`src/pllcc_pkg.sv`:
```
package pllcc_pkg;

  // Register byte offsets on the APB bus.
  localparam logic [7:0] ADDR_DIVISOR = 8'h00;
  localparam logic [7:0] ADDR_CTRL    = 8'h04;
  localparam logic [7:0] ADDR_OUTEN   = 8'h08;
  localparam logic [7:0] ADDR_STATUS  = 8'h0c;
  localparam logic [7:0] ADDR_IRQ_ST  = 8'h10;
  localparam logic [7:0] ADDR_IRQ_MSK = 8'h14;

  // Divisor limits.
  localparam logic [12:0] DIV_MIN   = 13'h0009;
  localparam logic [12:0] DIV_MAX   = 13'h100f;
  localparam logic [12:0] DIV_RESET = 13'h0540;

  // Post-divider codes.
  localparam logic [1:0] POST_DIV1 = 2'h0;
  localparam logic [1:0] POST_DIV2 = 2'h1;
  localparam logic [1:0] POST_DIV4 = 2'h2;

  // Pump current codes.
  localparam logic [1:0] PUMP_100UA = 2'h0;
  localparam logic [1:0] PUMP_UNUSED = 2'h1;
  localparam logic [1:0] PUMP_400UA = 2'h2;
  localparam logic [1:0] PUMP_1M6A  = 2'h3;

  localparam logic [4:0] FINE_RESET = 5'h0a;
  localparam int         CTRL_BITS  = 17;
  localparam logic [4:0] RB_LAST    = 5'h10;
  // Sixteenths of a clock counted off by the delay counter each cycle.
  localparam logic [9:0] STEP_PER_CLK = 10'h010;

  // Status and interrupt bit positions.
  localparam int ST_DIV_WRAP = 0;
  localparam int ST_SYNC_OUT = 1;

  typedef struct packed {
    logic       readback_select;
    logic       chip_function_enable;
    logic       vco_bypass;
    logic       pol_sync;
    logic       pol_delayed_sync_out;
    logic       pol_phase_detector;
    logic [1:0] pump_current;
    logic [1:0] coarse;
    logic [4:0] fine;
    logic [1:0] post_div;
  } pllcc_ctrl_s;

  localparam pllcc_ctrl_s CTRL_RESET = '{1'b0, 1'b1, 1'b1, 1'b1, 1'b1,
    1'b1, PUMP_400UA, 2'h0, FINE_RESET, POST_DIV2};

endpackage

```
`src/pllcc_top.sv`:
```
`timescale 1ns/100ps
`default_nettype none

// Overview of operation
// - The feedback counter divides by the written divisor, 9 to 4111.
// - The VCO output passes a post-divider of one, two or four.
// - The coarse delay code 00..11 gives one to four whole clocks.
// - Fine delay code 0..31 gives one to thirty-two sixteenths of a clock.
// - The pump current code picks 100 uA, 400 uA or 1.6 mA.
// - Pump current code 01 acts exactly like code 00.
// - Sync, delayed sync and phase detector polarity bits, 1 is positive.
// - With readback selected the control bits are shifted out serially.
// - Chip enable stops and clears only the post-divider and feedback counter; delayed sync keeps running.
// - VCO bypass off routes the counter for direct test.
// - Each of the seven single-ended outputs has its own enable.
// - Differential outputs always drive; single-ended ones only if enabled.
module pllcc_top
  import pllcc_pkg::*;
(
  // Clock and reset.
  input  wire logic        REF_CLK,
  input  wire logic        RST,
  // APB slave.
  input  wire logic        PSEL,
  input  wire logic        PENABLE,
  input  wire logic        PWRITE,
  input  wire logic [7:0]  PADDR,
  input  wire logic [31:0] PWDATA,
  output logic      [31:0] PRDATA,
  output logic             PREADY,
  output logic             PSLVERR,
  // Sync input and VCO test input.
  input  wire logic        SYNC_IN,
  input  wire logic        VCO_TEST_IN,
  // Single-ended outputs with enables.
  output logic [6:0]       SE_OUT,
  output logic [6:0]       SE_OE,
  // Differential outputs, pump controls, readback and interrupt.
  output logic             PIXEL_CLOCK_DIFF,
  output logic             DELAYED_SYNC_DIFF,
  output logic             PUMP_UP,
  output logic [1:0]       PUMP_CURRENT,
  output logic             READBACK_SERIAL_OUT,
  output logic             IRQ
);

  typedef enum logic [1:0] {RB_IDLE = 2'b00, RB_SHIFT = 2'b01} pllcc_rb_e;

  pllcc_ctrl_s ctrl;
  logic [12:0] divisor;
  logic [6:0]  out_en;
  logic [1:0]  irq_status;
  logic [1:0]  irq_mask;
  logic [1:0]  sync_meta, vco_meta;
  logic        sync_s, sync_d, vco_s;
  logic [12:0] fb_count;
  logic [1:0]  post_count;
  logic        post_clk;
  logic        fb_wrap;
  logic [9:0]  delay_count;
  logic        delay_busy;
  logic        delayed_sync_out;
  logic        half_clk;
  pllcc_rb_e   rb_state;
  logic [4:0]  rb_idx;
  logic [CTRL_BITS-1:0] rb_shift;
  logic        wr, rd, sync_edge, div_ok;
  logic        delayed_sync_out_fire;
  logic [1:0]  irq_set, irq_clr;

  function automatic logic [12:0] clamp_div(input logic [12:0] v);
    if (v < DIV_MIN) begin
      return DIV_MIN;
    end
    if (v > DIV_MAX) begin
      return DIV_MAX;
    end
    return v;
  endfunction

  function automatic logic [1:0] post_mask(input logic [1:0] code);
    unique case (code)
      POST_DIV2: return 2'h1;
      POST_DIV4: return 2'h3;
      default:   return 2'h0;
    endcase
  endfunction

  assign wr = PSEL && PENABLE && PWRITE;
  assign rd = PSEL && !PENABLE && !PWRITE;
  assign sync_edge = sync_s && !sync_d;
  assign div_ok = 1'b1;
  assign delayed_sync_out_fire = delay_busy && (delay_count <= STEP_PER_CLK);

  //////////////////////////////////////////////////////////////////////////
  // Register bank. Answers in the access cycle; unmapped reads give zero.

  always_ff @(posedge REF_CLK) begin
    if (RST) begin
      divisor <= DIV_RESET;
      ctrl    <= CTRL_RESET;
      out_en  <= 7'h00;
      irq_mask <= 2'h0;
    end else if (wr) begin
      unique case (PADDR)
        ADDR_DIVISOR: divisor <= clamp_div(PWDATA[12:0]);
        ADDR_CTRL:    ctrl <= pllcc_ctrl_s'(PWDATA[CTRL_BITS-1:0]);
        ADDR_OUTEN:   out_en <= PWDATA[6:0];
        ADDR_IRQ_MSK: irq_mask <= PWDATA[1:0];
        default: ;
      endcase
    end
  end

  always_ff @(posedge REF_CLK) begin
    if (RST) begin
      PRDATA <= 32'h0;
    end else if (rd) begin
      unique case (PADDR)
        ADDR_DIVISOR: PRDATA <= {19'h0, divisor};
        ADDR_CTRL:    PRDATA <= {15'h0, ctrl};
        ADDR_OUTEN:   PRDATA <= {25'h0, out_en};
        ADDR_STATUS:  PRDATA <= {19'h0, fb_count};
        ADDR_IRQ_ST:  PRDATA <= {30'h0, irq_status};
        ADDR_IRQ_MSK: PRDATA <= {30'h0, irq_mask};
        default:      PRDATA <= 32'h0;
      endcase
    end
  end

  always_ff @(posedge REF_CLK) begin
    if (RST) begin
      PREADY  <= 1'b0;
      PSLVERR <= 1'b0;
    end else begin
      PREADY  <= PSEL && !PENABLE;
      PSLVERR <= 1'b0;
    end
  end

  //////////////////////////////////////////////////////////////////////////
  // Input synchronisers.

  always_ff @(posedge REF_CLK) begin
    if (RST) begin
      sync_meta <= 2'h0;
      vco_meta  <= 2'h0;
      sync_d    <= 1'b0;
    end else begin
      sync_meta <= {sync_meta[0], SYNC_IN};
      vco_meta  <= {vco_meta[0], VCO_TEST_IN};
      sync_d    <= sync_s;
    end
  end

  // Sync polarity is applied after the second flop.
  assign sync_s = ctrl.pol_sync ? sync_meta[1] : !sync_meta[1];
  assign vco_s  = vco_meta[1];

  //////////////////////////////////////////////////////////////////////////
  // Post-divider and feedback counter. The VCO itself is modelled by the
  // reference clock; with bypass off the test input drives the counter.

  always_ff @(posedge REF_CLK) begin
    if (RST || !ctrl.chip_function_enable) begin
      post_count <= 2'h0;
    end else begin
      post_count <= (post_count + 2'h1) & post_mask(ctrl.post_div);
    end
  end

  assign post_clk = ctrl.vco_bypass ? (post_count == 2'h0) : vco_s;

  always_ff @(posedge REF_CLK) begin
    if (RST || !ctrl.chip_function_enable) begin
      fb_count <= 13'h0;
      fb_wrap  <= 1'b0;
      half_clk <= 1'b0;
    end else begin
      fb_wrap <= 1'b0;
      if (post_clk) begin
        half_clk <= !half_clk;
        if (fb_count >= divisor - 13'h1) begin
          fb_count <= 13'h0;
          fb_wrap  <= 1'b1;
        end else begin
          fb_count <= fb_count + 13'h1;
        end
      end
    end
  end

  // Phase detector: leading counter wrap versus sync edge.
  always_ff @(posedge REF_CLK) begin
    if (RST) begin
      PUMP_UP <= 1'b0;
      PUMP_CURRENT <= PUMP_100UA;
    end else begin
      if (sync_edge && ctrl.pol_phase_detector) begin
        PUMP_UP <= fb_count > (divisor >> 1);
      end else if (sync_edge) begin
        PUMP_UP <= fb_count <= (divisor >> 1);
      end
      if (ctrl.pump_current == PUMP_UNUSED) begin
        PUMP_CURRENT <= PUMP_100UA;
      end else begin
        PUMP_CURRENT <= ctrl.pump_current;
      end
    end
  end

  //////////////////////////////////////////////////////////////////////////
  // Delayed sync in sixteenths of a clock.

  always_ff @(posedge REF_CLK) begin
    if (RST) begin
      delay_count <= 10'h0;
      delay_busy  <= 1'b0;
      delayed_sync_out       <= 1'b0;
    end else if (sync_edge) begin
      // Coarse whole clocks plus fine sixteenths, counted down per clock.
      delay_count <= {({4'h0, ctrl.coarse} + 6'h1), 4'h0}
                   + {5'h0, ctrl.fine} + 10'h1;
      delay_busy  <= 1'b1;
      delayed_sync_out       <= 1'b0;
    end else if (delay_busy) begin
      if (delayed_sync_out_fire) begin
        delay_busy <= 1'b0;
        delayed_sync_out      <= 1'b1;
      end else begin
        delay_count <= delay_count - STEP_PER_CLK;
      end
    end else if (!sync_s) begin
      delayed_sync_out <= 1'b0;
    end
  end

  //////////////////////////////////////////////////////////////////////////
  // Control bit readback shifter.

  always_ff @(posedge REF_CLK) begin
    if (RST) begin
      rb_state <= RB_IDLE;
      rb_idx   <= 5'h0;
      rb_shift <= '0;
      READBACK_SERIAL_OUT <= 1'b0;
    end else begin
      unique case (rb_state)
        RB_IDLE: begin
          READBACK_SERIAL_OUT <= 1'b0;
          if (ctrl.readback_select) begin
            rb_state <= RB_SHIFT;
            rb_shift <= ctrl;
            rb_idx   <= 5'h0;
          end
        end
        RB_SHIFT: begin
          READBACK_SERIAL_OUT <= rb_shift[CTRL_BITS-1];
          rb_shift <= {rb_shift[CTRL_BITS-2:0], 1'b0};
          rb_idx   <= rb_idx + 5'h1;
          if (rb_idx == RB_LAST) begin
            rb_state <= RB_IDLE;
          end
        end
      endcase
    end
  end

  //////////////////////////////////////////////////////////////////////////
  // Outputs and interrupts.

  always_ff @(posedge REF_CLK) begin
    if (RST) begin
      SE_OUT <= 7'h00;
      SE_OE  <= 7'h00;
      PIXEL_CLOCK_DIFF  <= 1'b0;
      DELAYED_SYNC_DIFF <= 1'b0;
    end else begin
      PIXEL_CLOCK_DIFF  <= post_clk;
      DELAYED_SYNC_DIFF <= ctrl.pol_delayed_sync_out ? delayed_sync_out : !delayed_sync_out;
      SE_OUT <= {fb_wrap, !div_ok, ctrl.pol_delayed_sync_out ? delayed_sync_out : !delayed_sync_out,
                 half_clk, !half_clk, post_clk, !post_clk};
      SE_OE  <= out_en;
    end
  end

  always_comb begin
    irq_set              = 2'h0;
    irq_set[ST_DIV_WRAP] = fb_wrap;
    irq_set[ST_SYNC_OUT] = delayed_sync_out_fire;
  end

  assign irq_clr = (wr && PADDR == ADDR_IRQ_ST) ? PWDATA[1:0] : 2'h0;

  // Set wins over a write-one clear, so no event is lost to a late clear.
  always_ff @(posedge REF_CLK) begin
    if (RST) begin
      irq_status <= 2'h0;
      IRQ <= 1'b0;
    end else begin
      irq_status <= (irq_status & ~irq_clr) | irq_set;
      IRQ <= |(irq_status & irq_mask);
    end
  end

  chk_pump_alias: assert property (@(posedge REF_CLK) disable iff (RST)
    (ctrl.pump_current == PUMP_UNUSED) |=> PUMP_CURRENT == PUMP_100UA)
    else $error("pump code 01 not treated as 00");
  chk_div_range: assert property (@(posedge REF_CLK) disable iff (RST)
    divisor >= DIV_MIN && divisor <= DIV_MAX)
    else $error("divisor out of range");
  chk_oe_follow: assert property (@(posedge REF_CLK) disable iff (RST)
    $changed(out_en) |=> SE_OE == $past(out_en))
    else $error("output enable not following register");
  chk_off_stops: assert property (@(posedge REF_CLK) disable iff (RST)
    !ctrl.chip_function_enable |=> fb_count == 13'h0)
    else $error("counter runs while disabled");
  chk_delayed_sync_out_delay: assert property (@(posedge REF_CLK) disable iff (RST)
    (sync_edge && ctrl.coarse == 2'h0 && ctrl.fine == 5'h0
     && $stable(ctrl)) |=> ##[1:3] delayed_sync_out)
    else $error("delayed sync late");
  chk_readback_go: assert property (@(posedge REF_CLK) disable iff (RST)
    (rb_state == RB_IDLE && ctrl.readback_select)
    |=> rb_state == RB_SHIFT)
    else $error("readback did not start");
  chk_post_div1: assert property (@(posedge REF_CLK) disable iff (RST)
    (ctrl.post_div == POST_DIV1 && ctrl.vco_bypass) |=> post_count == 2'h0)
    else $error("divide by one not held");
  chk_diff_clk: assert property (@(posedge REF_CLK) disable iff (RST)
    !RST |=> PIXEL_CLOCK_DIFF == $past(post_clk))
    else $error("differential clock not driven");

endmodule

`default_nettype wire

```
`config.mk`:
```
export PLATFORM = sky130hd
export DESIGN_NAME = pllcc_top
export DESIGN_NICKNAME = d
export VERILOG_FILES = /design/src/pllcc_pkg.sv /design/src/pllcc_top.sv
export SDC_FILE = /design/constraint.sdc
export NUM_CORES = 1
export LEC_CHECK = 0
export BUFFER_PORTS_ARGS = -buffer_cell sky130_fd_sc_hd__buf_2
export CORE_MARGIN = 4
export CORE_UTILIZATION = 35
export DETAILED_ROUTE_END_ITERATION = 10
export SETUP_SLACK_MARGIN = 0.5
export SLEW_MARGIN = 20
export SYNTH_ARGS = -nofsm -noshare
export SYNTH_HDL_FRONTEND = slang
export SYNTH_SLANG_ARGS = --single-unit
```
`constraint.sdc`:
```
create_clock -name REF_CLK -period 3.3 [get_ports REF_CLK]
set_input_delay 0.495 -clock REF_CLK [delete_from_list [all_inputs] [get_ports REF_CLK]]
set_output_delay 0.495 -clock REF_CLK [all_outputs]
set_load 0.02 [all_outputs]
```
# Word level (Yosys, flattened, before mapping)
# Index checks and enable logic that the tools add are counted.
[word_totals]
ff_bits = 153
inputBits = 47
out_inout_bits = 55
wordCells = 147
[classes]
n_addsub = 8
order_cmp = 6
n_eq_ne = 15
n_mux = 41
bitwise = 6
reduce_logical = 33
[op_table]
columns = ["operator", "n"]
rows = [
  ["17-bit case mux with 6 select lines", 1],
  ["13-bit 2-to-1 mux", 5],
  ["17-bit case mux with 2 select lines", 1],
  ["10-bit 2-to-1 mux", 3],
  ["1-bit 2-to-1 mux", 21],
  ["17-bit 2-to-1 mux", 1],
  ["8-bit by 4-bit equality test with 1-bit output (second input constant)", 2],
  ["8-bit by 5-bit equality test with 1-bit output (second input constant)", 2],
  ["2-bit AND reduction", 7],
  ["13-bit by 1-bit adder with 13-bit output (second input constant)", 1],
  ["13-bit greater-or-equal comparator", 1],
  ["13-bit by 12-bit > comparator with 1-bit output", 1],
  ["13-bit > comparator (second input constant)", 1],
  ["13-bit by 12-bit <= comparator with 1-bit output", 1],
  ["13-bit by 4-bit < comparator with 1-bit output (second input constant)", 1],
  ["13-bit by 1-bit subtractor with 13-bit output (second input constant)", 1],
  ["10-bit by 5-bit <= comparator with 1-bit output (second input constant)", 1],
  ["5-bit case mux with 2 select lines", 1],
  ["10-bit by 5-bit subtractor with 10-bit output (second input constant)", 1],
  ["8-bit by 1-bit adder with 9-bit output (second input constant)", 1],
  ["7-bit by 5-bit adder with 8-bit output", 1],
  ["8-bit by 3-bit equality test with 1-bit output (second input constant)", 1],
  ["1-bit logical AND", 8],
  ["1-bit logical NOT", 8],
  ["other kinds (21)", 37],
]

# Longest topological paths before layout
# Gate-level depths: netlist of run 1.
[logic_depth]
ltp_word = 11
mapped_depth = 14
depth_no_buf = 13

# Worst setup path before layout of run 1
# Ideal clock, no wire load.
[synth_timing]
kind = "register -> register"
start = "reg divisor[3]"
end = "reg fb_count[10]"
setup_ns = 0.065
t_arrival_ns = 2.392
required_time_ns = 3.235
path_slack_ns = 0.843
path_stages_with_launch = 15
n_path_buf = 1
period_less_slack_ns = 2.457
cell_sequence = "dfxtp_1 -> inv_1 -> nand3_1 -> nor3_1 -> nand2_1 -> nor4_1 -> xnor2_1 -> ha_1 -> a21o_1 -> a21o_1 -> a21o_1 -> a21oi_1 -> o31ai_1 -> clkbuf_1 -> nor2_1"
[synth_via]
elab_chain_cells = 3
[synth_lines]
columns = ["item", "line", "source"]
rows = [
  ["start, declared", "pllcc_top.sv:50", "logic [12:0] divisor;"],
  ["start signal, assigned", "pllcc_top.sv:106", "ADDR_DIVISOR: divisor <= clamp_div(PWDATA[12:0]);"],
  ["13-bit by 1-bit subtractor with 13-bit output", "pllcc_top.sv:183", "if (fb_count >= divisor - 13'h1) begin"],
  ["13-bit greater-or-equal comparator", "pllcc_top.sv:183", ""],
  ["13-bit 2-to-1 mux", "pllcc_top.sv:183", ""],
  ["end signal, assigned", "pllcc_top.sv:187", "fb_count <= fb_count + 13'h1;"],
  ["end, declared", "pllcc_top.sv:56", "logic [12:0] fb_count;"],
]
# No other way between the ends.
# A chain may end at the register's enable or synchronous reset.

# Final worst setup path of run 1
[layout_timing]
start = "reg divisor[2]"
end = "reg fb_count[11]"
# The elaborated chain is that of the path after synthesis.

==> results.tsv, run 1 <==
stage	metric	value	unit
global_routing	gr-usage-all-layers	15.9	%
sta	timing.setup.tns	0	ns
yosys	synth_flop_cell	sky130_fd_sc_hd__dfxtp_1	
layout	syn2layout_area_growth	18.2	%
global_routing	grt_first_pass_wirelength	25700	um
power_and_ir_drop	irDropWorstVdd	333	uV
yosys	synth_edf_count	0	
layout	fillerInstances	1822	
floorplan	die-width	144	um
route	detailedRoute.firstIterationViolations	298	
sta	max_freq	0.381	GHz
floorplan	floorplan.rows	49	
critical_path	worst_setup_path_end_kind	register	
global_routing	via_count_of_the_first_global_routing_pass	4855	
layout	final_common_cell	sky130_fd_sc_hd__dfxtp_1	
layout	seqCellArea	0.00269	mm2
layout	multi_input_area	0.00360	mm2
floorplan	floorplan.core_area	0.0181	mm2
global_routing	met3_track_demand_over_resource	4.20	%
cts	clk_latency	0.42	ns
global_routing	met2_usage	25.4	%
sta	final_number_of_hold_violating_endpoints	0	
sta	finalCritPeriodShare	79.4	%
yosys	synth.yosys.seq_area_share	41.3	%
route	post-route-drc-count	0	
floorplan	dieHeight	144	um
yosys	post_syn_area	0.00650	mm2
layout	layout.cell_area.non_filler	0.00769	mm2
yosys	async_flop_share	0	%
flow_run	max_cap_violations	0	
power_and_ir_drop	p_per_area	479	mW/mm2
cts	hold_buffers	0	
critical_path	worst-path-max-fanout	5	
floorplan	fp.dieArea	0.0208	mm2
sta	rsz0062_at_grt	no	
global_routing	grt_start_max_net_pins	73	
layout	layout.cells.most_common_list	sky130_fd_sc_hd__dfxtp_1 (131), sky130_fd_sc_hd__nor2_1 (126), sky130_fd_sc_hd__buf_2 (68), sky130_fd_sc_hd__nand2_1 (56), sky130_fd_sc_hd__a21oi_1 (50)	
cts	clk_root_buffer_cell	sky130_fd_sc_hd__clkbuf_16	
yosys	cells_taking_the_most_area_after_synthesis	sky130_fd_sc_hd__dfxtp_1 (41%), sky130_fd_sc_hd__nor2_1 (7.3%), sky130_fd_sc_hd__ha_1 (6.9%)	
critical_path	worstPathCellList	inv_1, nand3_2, nand3b_1, buf_4, xnor2_1, ha_1, a21o_1, a21o_1, a221oi_4, o31ai_4, buf_4, nor2_1	
placement	postPlaceCellArea	0.00698	mm2
placement	gp_congestion	0.853	
sta	worst_slew_pin_slew	0.689	ns
global_routing	globalRoute.busiestLayer	met2	
cts	cts_buffers	17	
critical_path	worstPathArrival	2.98	ns
critical_path	worstSetupPathType	register to register	
route	routed_via_density	4.99	
placement	port_bufs	69	
sta	final_skew	0.00888	ns
floorplan	io_pins	102	
route	first_pass_iters	4	
outcome	run_status	finished clean	
global_routing	globalRoute.totalOverflow	0	
cts	cts.reportedPaths.clkPinSlew	0.06	ns
sta	setup_viol	0	
yosys	synth.lib_cells_used.distinct	55	
critical_path	worst-endpoint-required	3.66	ns
placement	post-dp-hpwl	11700	um
global_routing	grt.met1_usage	21.3	%
route	remaining_antenna_violation_count	0	
worst_hold_path	worst_hold_path_type	input port to register	
sta	timing.slew.headroom	52.7	%
power_and_ir_drop	static-leakage-power	3.18	nW
route	routed_wirelength	16100	um
cts	clockBufferDepth	2	
sta	finalWorstPathRequiredPeriod	2.62	ns
yosys	ys_ff_latch	134	
sta	timing.final.max_slew_violations	0	
layout	post_route_cells_drive_above_1_share	18.4	%
layout	nNetsFinal	885	
route	wl_cell	15.4	um
yosys	synth.avg_cell_area	8.82	um2
critical_path	max_stage_delay	0.35	ns
yosys	yosysTopAreaCellShare	41.3	%
yosys	synthCells	737	
cts	cts_tree	yes	
yosys	synth_warnings	0	
cts	cts.htree.levels	4	
yosys	post-synth-top-area-cell	sky130_fd_sc_hd__dfxtp_1	
floorplan	floorplan.initialDensity	35.9	%
critical_path	cpMaxStageDelayCell	sky130_fd_sc_hd__dfxtp_2	
route	routed-via-count	5207	
global_routing	initial_antenna_violation_count	0	
cts	clock_sinks	134	
critical_path	worstSetupStartpointType	register	
layout	diodes	0	
[power by group]
| part | switching (mW) | total [mW] | internal [mW] |
|---|---|---|---|
| Combinational | 0.137 | 0.209 | 0.0725 |
| Clock | 0.749 | 1.82 | 1.07 |
| Sequential | 0.0165 | 1.66 | 1.64 |
[registers in the layout, indices dropped and copies added (netlist names), 2 cells and up]
| signal | flops |
|---|---|
| delay_count | 10 |
| out_en | 7 |
| ctrl | 17 |
| irq_status | 2 |
| divisor | 13 |
| rb_shift | 17 |
| post_count | 2 |
| SE_OUT | 6 |
| SE_OE | 7 |
| sync_meta | 2 |
| vco_meta | 2 |
| PRDATA | 17 |
| irq_mask | 2 |
| rb_idx | 5 |
| fb_count | 13 |
| PUMP_CURRENT | 2 |
[per-layer routing]
| layer | vias up | wire length [um] |
|---|---|---|
| met3 | 15 | 904 |
| met1 | 2426 | 7350 |
| met4 | 0 | 233 |
| met2 | 110 | 7580 |
| met5 | - | 0 |
| li1 | 2656 | - |
[worst max-delay path, delay by kind of cell (launching register included)]
kind                     cells  cell delay, ns
AO/OA/AOI/OAI                4            0.83
buffers and inverters        3            0.48
AND/OR/NAND/NOR              3            0.48
flip-flops                   1            0.35
adder cells (fa/ha/maj)      1            0.29
XOR/XNOR                     1            0.11
[metrics by stage]
step	worst slack, ns	instances	utilization [%]	hold WS [ns]	total power, mW
detailed placement	0.276	1007	38.6	0.415	1.90
floorplan	0.843	753	-	0.399	1.84
global route	0.503	1044	42.5	0.264	3.83
finish	0.678	1044	42.5	0.269	3.68
CTS	0.543	1039	41.9	0.256	3.72
global placement	0.287	1007	38.6	0.408	1.90
[final timing paths]
check / startpoint / endpoint / slack [ns] / cells after the start
setup / recovery: divisor[2] / fb_count[11] / 0.68 / 12
hold / removal: PENABLE / PREADY / 0.27 / 2
setup reg to reg: divisor[2] / fb_count[11] / 0.68 / 12
hold reg to reg: post_count[0] / post_count[0] / 0.42 / 1
[cells in the mapped netlist, types with 2 or more instances]
master,number
sky130_fd_sc_hd__and3_1,5
sky130_fd_sc_hd__nor2_1,127
sky130_fd_sc_hd__o211ai_1,2
sky130_fd_sc_hd__a31oi_1,2
sky130_fd_sc_hd__buf_1,5
sky130_fd_sc_hd__and2_1,2
sky130_fd_sc_hd__ha_1,36
sky130_fd_sc_hd__mux2_2,6
sky130_fd_sc_hd__buf_4,19
sky130_fd_sc_hd__xor2_1,15
sky130_fd_sc_hd__nand3b_1,8
sky130_fd_sc_hd__or4_1,2
sky130_fd_sc_hd__mux4_2,7
sky130_fd_sc_hd__or3_1,3
sky130_fd_sc_hd__o21ai_0,10
sky130_fd_sc_hd__nand2b_1,4
sky130_fd_sc_hd__dfxtp_1,134
sky130_fd_sc_hd__a211o_1,2
sky130_fd_sc_hd__nor3_1,13
sky130_fd_sc_hd__mux2i_1,30
sky130_fd_sc_hd__a22oi_1,23
sky130_fd_sc_hd__a221oi_1,3
sky130_fd_sc_hd__clkbuf_1,25
sky130_fd_sc_hd__nand2_1,57
sky130_fd_sc_hd__nor3b_1,3
sky130_fd_sc_hd__and4b_1,2
sky130_fd_sc_hd__nor2b_1,18
sky130_fd_sc_hd__nand3_1,15
sky130_fd_sc_hd__nand4_1,9
sky130_fd_sc_hd__nor4_1,9
sky130_fd_sc_hd__buf_2,3
sky130_fd_sc_hd__inv_1,26
sky130_fd_sc_hd__a211oi_1,9
sky130_fd_sc_hd__o31ai_1,3
sky130_fd_sc_hd__xnor2_1,24
sky130_fd_sc_hd__a21oi_1,51
sky130_fd_sc_hd__a221o_1,3
sky130_fd_sc_hd__a21o_1,5
[layout make-up]
class	count	area share [%]
Clock buffer	20	5.81
Sequential cell	134	35.0
Timing Repair Buffer	83	5.89
Inverter	26	1.27
Multi-Input combinational cell	540	46.8
Tap cell	229	3.73
Clock inverter	12	1.56
[timing repair]
item                       4_1_cts  5_1_grt
setup endpoints to repair       11       11
resized for setup                6       15
setup buffers                    0        5
pin swaps                        1        9
[cell families after synthesis]
group	Yosys count	share of synthesized area, %
AND/OR/NAND/NOR	287	21.1
flip-flops	134	41.3
AO/OA/AOI/OAI	118	11.5
buffers and inverters	79	5.83
multiplexers	43	8.08
XOR/XNOR	39	5.25
adder cells (fa/ha/maj)	36	6.93
other	1	0.0577
No activity file was read; power rests on OpenSTA's default activity.
==> run 2: changes to the inputs <==
ABC_AREA = 1   (was not set)
clock period = 2.6 ns   (was 3.3 ns; I/O delays follow)
==> run 2 against run 1 <==
Net effect:
- sequential power increased by 27%
- first-iteration DRC count rose by 62%
- area after synthesis rose by 3.1%
- final cell count grew 20%
- sequential share of layout area shrank 1.7 points
- count of clock-buffer cells in the layout grew 1
- register-to-register slack got worse by 0.62 ns
- clock skew down 0.0018 ns
- critical path type unchanged
- largest cell class unchanged
- largest power group unchanged
==> results.tsv, run 2 <==
stage	metric	value	unit	change
sta	timing.final.max_slew_violations	0		unchanged
floorplan	die-width	146	um	+1.5%
floorplan	floorplan.rows	50		+2.0%
power_and_ir_drop	irDropWorstVdd	409	uV	+23%
global_routing	globalRoute.busiestLayer	met2		
route	detailedRoute.firstIterationViolations	483		+62%
route	first_pass_iters	5		+1
cts	cts.htree.levels	4		unchanged
outcome	run_status	finished clean		
cts	clockBufferDepth	2		unchanged
layout	syn2layout_area_growth	20.5	%	
yosys	post_syn_area	0.00670	mm2	+3.1%
power_and_ir_drop	power.net_switching	1.17	mW	+29%
layout	nNetsFinal	1088		+23%
critical_path	worst-endpoint-required	2.96	ns	-0.70 ns
global_routing	globalRoute.totalOverflow	0		unchanged
sta	final_skew	0.00706	ns	-0.00182 ns
floorplan	io_pins	102		unchanged
floorplan	fp.dieArea	0.0214	mm2	+2.9%
cts	cts.reportedPaths.clkPinSlew	0.06	ns	about the same
floorplan	floorplan.initialDensity	35.7	%	-0.23 points
route	routed_wirelength	18600	um	+16%
yosys	synth_warnings	0		unchanged
power_and_ir_drop	power.share.combinational	6.0	%	+0.3 points
yosys	synth.yosys.seq_area_share	40.0	%	-1.2 points
global_routing	met2_usage	24.9	%	-0.49 points
critical_path	worstSetupStartpointType	register		
yosys	async_flop_share	0	%	unchanged
power_and_ir_drop	static-leakage-power	3.72	nW	+17%
yosys	synth.top_cells.by_count	sky130_fd_sc_hd__nand2_1 (164), sky130_fd_sc_hd__inv_1 (138), sky130_fd_sc_hd__dfxtp_1 (134), sky130_fd_sc_hd__nor2_1 (82), sky130_fd_sc_hd__o21ai_0 (81)		
sta	final_number_of_hold_violating_endpoints	0		unchanged
layout	largest_registers	PRDATA x17, ctrl x17, rb_shift x17		
yosys	yosysMostFrequentCell	sky130_fd_sc_hd__nand2_1		
critical_path	worstSetupPathType	register to register		
sta	timing.setup.tns	0	ns	unchanged
cts	clock_sinks	134		unchanged
sta	worst_slew_pin_slew	0.713	ns	+0.0234 ns
global_routing	grt_start_max_net_pins	46		-37%
power_and_ir_drop	clock_power_share	51.8	%	+2.5 points
placement	port_bufs	69		unchanged
global_routing	met3_track_demand_over_resource	4.41	%	+0.21 points
sta	finalCritPeriodShare	97.8	%	+18 points
sta	rsz0062_at_grt	yes		
cts	clk_latency	0.43	ns	about the same
layout	layout.cells.most_common_list	sky130_fd_sc_hd__nand2_1 (161), sky130_fd_sc_hd__inv_1 (135), sky130_fd_sc_hd__dfxtp_1 (132), sky130_fd_sc_hd__nor2_1 (79), sky130_fd_sc_hd__o21ai_0 (79)		
worst_hold_path	worst_hold_path_type	input port to register		
yosys	synth.lib_cells_used.distinct	43		-22%
sta	setup_viol	0		unchanged
flow_run	max_cap_violations	0		unchanged
layout	post_route_cells_drive_above_1_share	16.2	%	-2.2 points
floorplan	floorplan.core_area	0.0188	mm2	+3.8%
placement	gp_congestion	0.904		+6.0%
global_routing	gr-usage-all-layers	17.3	%	+1.3 points
route	remaining_antenna_violation_count	0		unchanged
power_and_ir_drop	internal_power	3.84	mW	+38%
power_and_ir_drop	power_frac_seq	42.2	%	-2.8 points
cts	clk_root_buffer_cell	sky130_fd_sc_hd__clkbuf_16		
yosys	synth.avg_cell_area	7.28	um2	-17%
power_and_ir_drop	swShare	23.3	%	-1.2 points
layout	diodes	0		unchanged
sta	finalWorstPathRequiredPeriod	2.54	ns	-0.0778 ns
yosys	post-synth-top-area-cell	sky130_fd_sc_hd__dfxtp_1		
cts	cts_buffers	17		unchanged
yosys	synth_flop_cell	sky130_fd_sc_hd__dfxtp_1		
layout	final_common_cell	sky130_fd_sc_hd__nand2_1		
yosys	synth_edf_count	0		unchanged
global_routing	grt.met1_usage	24.6	%	+3.2 points
route	post-route-drc-count	0		unchanged
sta	max_freq	0.393	GHz	+3.1%
yosys	cells_taking_the_most_area_after_synthesis	sky130_fd_sc_hd__dfxtp_1 (40%), sky130_fd_sc_hd__nand2_1 (9.2%), sky130_fd_sc_hd__inv_1 (7.7%)		
power_and_ir_drop	p_per_area	619	mW/mm2	+29%
route	wl_cell	14.9	um	-3.5%
global_routing	initial_antenna_violation_count	3		+3
floorplan	dieHeight	146	um	+1.5%
sta	timing.slew.headroom	52.2	%	-0.56 points
cts	cts_tree	yes		
sta	final.hold.worst_slack	0.165	ns	-0.104 ns
placement	post-dp-hpwl	13800	um	+18%
yosys	synthCells	921		+25%
yosys	ys_ff_latch	134		unchanged
critical_path	worst_setup_path_end_kind	register		
route	routed_via_density	4.88		-2.2%
global_routing	via_count_of_the_first_global_routing_pass	5678		+17%
route	routed-via-count	6106		+17%
critical_path	worstPathArrival	2.91	ns	-0.07 ns
critical_path	worst-path-max-fanout	6		+1
global_routing	grt_first_pass_wirelength	29600	um	+15%
yosys	yosysTopAreaCellShare	40.0	%	-1.2 points
layout	finalCoreUtilization	43.1	%	+0.56 points
## run 2: cell type report
type	count	area [um2]
Sequential cell	134	2690
Clock inverter	11	173
Tap cell	234	293
Fill cell	1945	10700
Multi-Input combinational cell	610	3350
Clock buffer	21	460
Inverter	145	544
Timing Repair Buffer	97	576
## run 2: worst paths after layout
path | startpoint | to | slack, ns | cells after the start
setup / recovery | divisor[0] | fb_count[1] | 0.06 | 17
hold / removal | SYNC_IN | sync_meta[0] | 0.17 | 3
setup reg to reg | divisor[0] | fb_count[1] | 0.06 | 17
hold reg to reg | vco_meta[0] | vco_meta[1] | 0.41 | 2
## run 2: per-stage QoR
step	setup WS (ns)	cells	total power, mW	instance area, um2
5_1_grt	-0.159	1252	5.18	8080
4_1_cts	0.0861	1251	5.04	8030
3_3_place_gp	-0.00922	1216	2.45	7350
3_5_place_dp	-0.0116	1216	2.45	7350
6_report	0.0560	1252	5.00	8080
2_1_floorplan	0.158	937	2.36	6790
## run 2: what timing repair did
action                     in CTS  in global routing
setup endpoints to repair      14                 14
pin swaps                       3                  1
hold buffers                    0                  0
gates resized for setup         7                 10
setup buffers                   3                  1
## run 2: layer usage
| metal | routed length [um] | up-vias |
|---|---|---|
| li1 | - | 3112 |
| met1 | 9060 | 2748 |
| met2 | 7800 | 193 |
| met3 | 1240 | 47 |
| met4 | 468 | 6 |
| met5 | 35 | - |
## run 2: kinds of logic after synthesis
family / after synthesis / share of synthesized area, %
flops: 134 / 40.0
compound gates: 194 / 16.0
buf+inv: 193 / 12.1
xor+xnor: 24 / 3.14
mux: 1 / 0.149
other cells: 1 / 0.0559
fa+ha+maj: 36 / 6.72
simple gates: 338 / 21.8
## run 2: power groups by stage
stage	registers, mW	clock network (mW)	logic, mW
finish	2.11	2.59	0.302
global route	2.11	2.73	0.338
global placement	2.15	0	0.295
floorplan	2.16	0	0.200
CTS	2.11	2.63	0.301
detailed placement	2.15	0	0.295
## run 2: worst max-delay path: stages, from the launching register on
cell and delay [ns]:
sky130_fd_sc_hd__dfxtp_2 0.32, sky130_fd_sc_hd__inv_2 0.07, sky130_fd_sc_hd__ha_4 0.14, sky130_fd_sc_hd__nand3_4 0.07
sky130_fd_sc_hd__nor3_4 0.14, sky130_fd_sc_hd__inv_2 0.06, sky130_fd_sc_hd__nor3_4 0.18, sky130_fd_sc_hd__nand3_2 0.11
sky130_fd_sc_hd__xor2_1 0.17, sky130_fd_sc_hd__ha_1 0.33, sky130_fd_sc_hd__a21oi_2 0.14, sky130_fd_sc_hd__o21ai_1 0.07
sky130_fd_sc_hd__a21oi_1 0.14, sky130_fd_sc_hd__nand3_1 0.12, sky130_fd_sc_hd__nand2_2 0.09, sky130_fd_sc_hd__nand2_2 0.08
sky130_fd_sc_hd__buf_6 0.17, sky130_fd_sc_hd__nor2_1 0.09
==> run 3: changes to the inputs <==
BUFFER_PORTS_ARGS = not set   (was -buffer_cell sky130_fd_sc_hd__buf_2)
DONT_BUFFER_PORTS = 1   (was not set)
==> run 3 against run 2 <==
Net effect:
- combinational power fell by 25%
- sequential share of layout area increased by 1.7 points
- clock skew about the same
- critical path depth unchanged
- count of clock-buffer cells in the layout shrank 1
- final area fell by 4.8%
- sequential cell count is the same
- die area is the same
- worst setup slack gained 0.0073 ns
- total power down 5.3%
- highest routed layer is now met4
==> results.tsv, run 3 (synthesis gave the netlist of run 2 again) <==
stage	metric	value	unit	change
critical_path	worstPathArrival	2.85	ns	-0.06 ns
floorplan	dieHeight	146	um	unchanged
sta	final_skew	0.00755	ns	+0.000494 ns
critical_path	worst_setup_path_end_kind	register		
power_and_ir_drop	irDropWorstVdd	282	uV	-31%
cts	clk_latency	0.42	ns	about the same
floorplan	fp.dieArea	0.0214	mm2	unchanged
layout	layout.cells.most_common_list	sky130_fd_sc_hd__nand2_1 (162), sky130_fd_sc_hd__inv_1 (134), sky130_fd_sc_hd__dfxtp_1 (131), sky130_fd_sc_hd__o21ai_0 (79), sky130_fd_sc_hd__nor2_1 (73)		
critical_path	worstSetupStartpointType	register		
sta	finalWorstPathRequiredPeriod	2.54	ns	-0.00729 ns
sta	finalCritPeriodShare	97.6	%	-0.28 points
sta	worst_slew_pin_slew	0.645	ns	-0.0683 ns
power_and_ir_drop	internal_power	3.61	mW	-5.8%
power_and_ir_drop	power.net_switching	1.12	mW	-3.7%
layout	syn2layout_area_growth	14.8	%	
power_and_ir_drop	power_frac_seq	44.9	%	+2.7 points
route	detailedRoute.firstIterationViolations	412		-15%
cts	clk_root_buffer_cell	sky130_fd_sc_hd__clkbuf_16		
sta	final.hold.worst_slack	0.0396	ns	-0.126 ns
route	routed-via-count	5842		-4.3%
layout	layout.cell_area.non_filler	0.00770	mm2	-4.8%
power_and_ir_drop	power.share.combinational	4.8	%	-1.2 points
route	post-route-drc-count	0		unchanged
floorplan	floorplan.rows	50		unchanged
route	first_pass_iters	4		-1
power_and_ir_drop	p_per_area	615	mW/mm2	-0.62%
cts	cts.htree.levels	4		unchanged
global_routing	globalRoute.totalOverflow	0		unchanged
global_routing	via_count_of_the_first_global_routing_pass	5401		-4.9%
critical_path	worstSetupPathType	register to register		
placement	port_bufs	0		-100%
global_routing	grt_first_pass_wirelength	29000	um	-2.2%
placement	postPlaceCellArea	0.00700	mm2	-4.8%
critical_path	worst-endpoint-required	2.91	ns	-0.05 ns
floorplan	floorplan.initialDensity	35.7	%	unchanged
cts	clockBufferDepth	2		unchanged
placement	gp_congestion	0.857		-5.2%
route	remaining_antenna_violation_count	0		unchanged
sta	rsz0062_at_grt	yes		
route	wl_cell	15.5	um	+4.5%
sta	setup_viol	0		unchanged
power_and_ir_drop	static-leakage-power	3.35	nW	-9.7%
layout	finalCoreUtilization	41.0	%	-2.0 points
sta	timing.final.max_slew_violations	0		unchanged
power_and_ir_drop	swShare	23.7	%	+0.40 points
floorplan	die-width	146	um	unchanged
sta	timing.slew.headroom	56.9	%	+4.7 points
sta	max_freq	0.394	GHz	+0.29%
layout	largest_registers	PRDATA x17, ctrl x17, rb_shift x17		
route	routed_via_density	4.94		+1.3%
placement	post-dp-hpwl	13700	um	-0.58%
worst_hold_path	worst_hold_path_type	input port to register		
cts	cts_tree	yes		
floorplan	io_pins	102		unchanged
cts	cts_buffers	17		unchanged
flow_run	max_cap_violations	0		unchanged
route	routed_wirelength	18400	um	-1.4%
power_and_ir_drop	clock_power_share	50.3	%	-1.5 points
cts	hold_buffers	0		unchanged
layout	nNetsFinal	1019		-6.3%
floorplan	floorplan.core_area	0.0188	mm2	unchanged
outcome	run_status	finished clean		
global_routing	gr-usage-all-layers	16.9	%	-0.33 points
layout	diodes	0		unchanged
critical_path	worst-path-max-fanout	6		unchanged
cts	clock_sinks	134		unchanged
layout	post_route_cells_drive_above_1_share	10.8	%	-5.4 points
global_routing	grt_start_max_net_pins	53		+15%
layout	final_common_cell	sky130_fd_sc_hd__nand2_1		
cts	cts.reportedPaths.clkPinSlew	0.06	ns	about the same
sta	final_number_of_hold_violating_endpoints	0		unchanged
global_routing	initial_antenna_violation_count	0		-3
-- run 3: cell types whose count changed in the layout (fill, tap and decap cells not counted), sizes merged --
cell | before | now
buf | 97 | 28
bufinv | 4 | 2
clkbuf | 21 | 20
clkinv | 7 | 6
clkinvlp | 1 | 3
inv | 144 | 145
-- run 3: worst max-delay path: stages, from the launching register on --
cell and delay, ns:
sky130_fd_sc_hd__dfxtp_2 0.33, sky130_fd_sc_hd__inv_2 0.08, sky130_fd_sc_hd__ha_4 0.15, sky130_fd_sc_hd__nand3_4 0.07, sky130_fd_sc_hd__nor3_4 0.15, sky130_fd_sc_hd__inv_2 0.07, sky130_fd_sc_hd__nor3_4 0.17, sky130_fd_sc_hd__nand2_1 0.09
sky130_fd_sc_hd__xor2_1 0.16, sky130_fd_sc_hd__ha_1 0.35, sky130_fd_sc_hd__nand2_1 0.09, sky130_fd_sc_hd__nor3_1 0.17, sky130_fd_sc_hd__o21ai_1 0.09, sky130_fd_sc_hd__nand3_1 0.10, sky130_fd_sc_hd__nand2_2 0.06, sky130_fd_sc_hd__nand2_2 0.09
sky130_fd_sc_hd__buf_6 0.15, sky130_fd_sc_hd__nor2_1 0.05
-- run 3: final cells by class --
class	count	area, um2
clock buffer	20	457
clock inverter	11	124
fill	1929	11100
inverter	145	544
multi-input combinational	610	3360
sequential	134	2690
tap	234	293
timing repair buffer	28	230
-- run 3: through the flow --
step	instances	worst slack, ns	setup TNS, ns	total power [mW]
after floorplan	937	0.158	0	2.36
after global placement	1146	-0.0113	-0.0113	2.39
after detailed placement	1146	-0.0758	-0.628	2.39
after CTS	1181	0.0672	0	4.76
after global routing	1182	-0.131	-1.36	4.90
final	1182	0.0633	0	4.74
-- run 3: worst paths after layout --
path / from / endpoint / depth (start not counted) / slack (ns)
hold / removal: RST / delay_busy / 1 / 0.04
setup reg to reg: divisor[0] / fb_count[0] / 17 / 0.06
setup / recovery: divisor[0] / fb_count[0] / 17 / 0.06
hold reg to reg: vco_meta[0] / vco_meta[1] / 2 / 0.41
-- run 3: layer usage --
layer | vias to the layer above | GRT usage (%) | wire (um)
li1 | 2990 | - | -
met1 | 2701 | 23.0 | 8770
met2 | 131 | 25.8 | 8000
met3 | 20 | 5.46 | 1320
met4 | 0 | 4.94 | 271
met5 | - | 0 | 0
-- run 3: timing repair --
item / in CTS / in global routing
pin swaps: 3 / 2
setup endpoints to repair: 14 / 14
gates resized for setup: 7 / 17
setup buffers: 4 / 1
-- run 3: power groups by stage --
| stage | sequential (mW) | clock (mW) | combinational, mW |
|---|---|---|---|
| after floorplan | 2.16 | 0 | 0.200 |
| after global placement | 2.17 | 0 | 0.215 |
| after detailed placement | 2.17 | 0 | 0.217 |
| after CTS | 2.13 | 2.42 | 0.219 |
| after global routing | 2.13 | 2.52 | 0.254 |
| final | 2.13 | 2.38 | 0.227 |
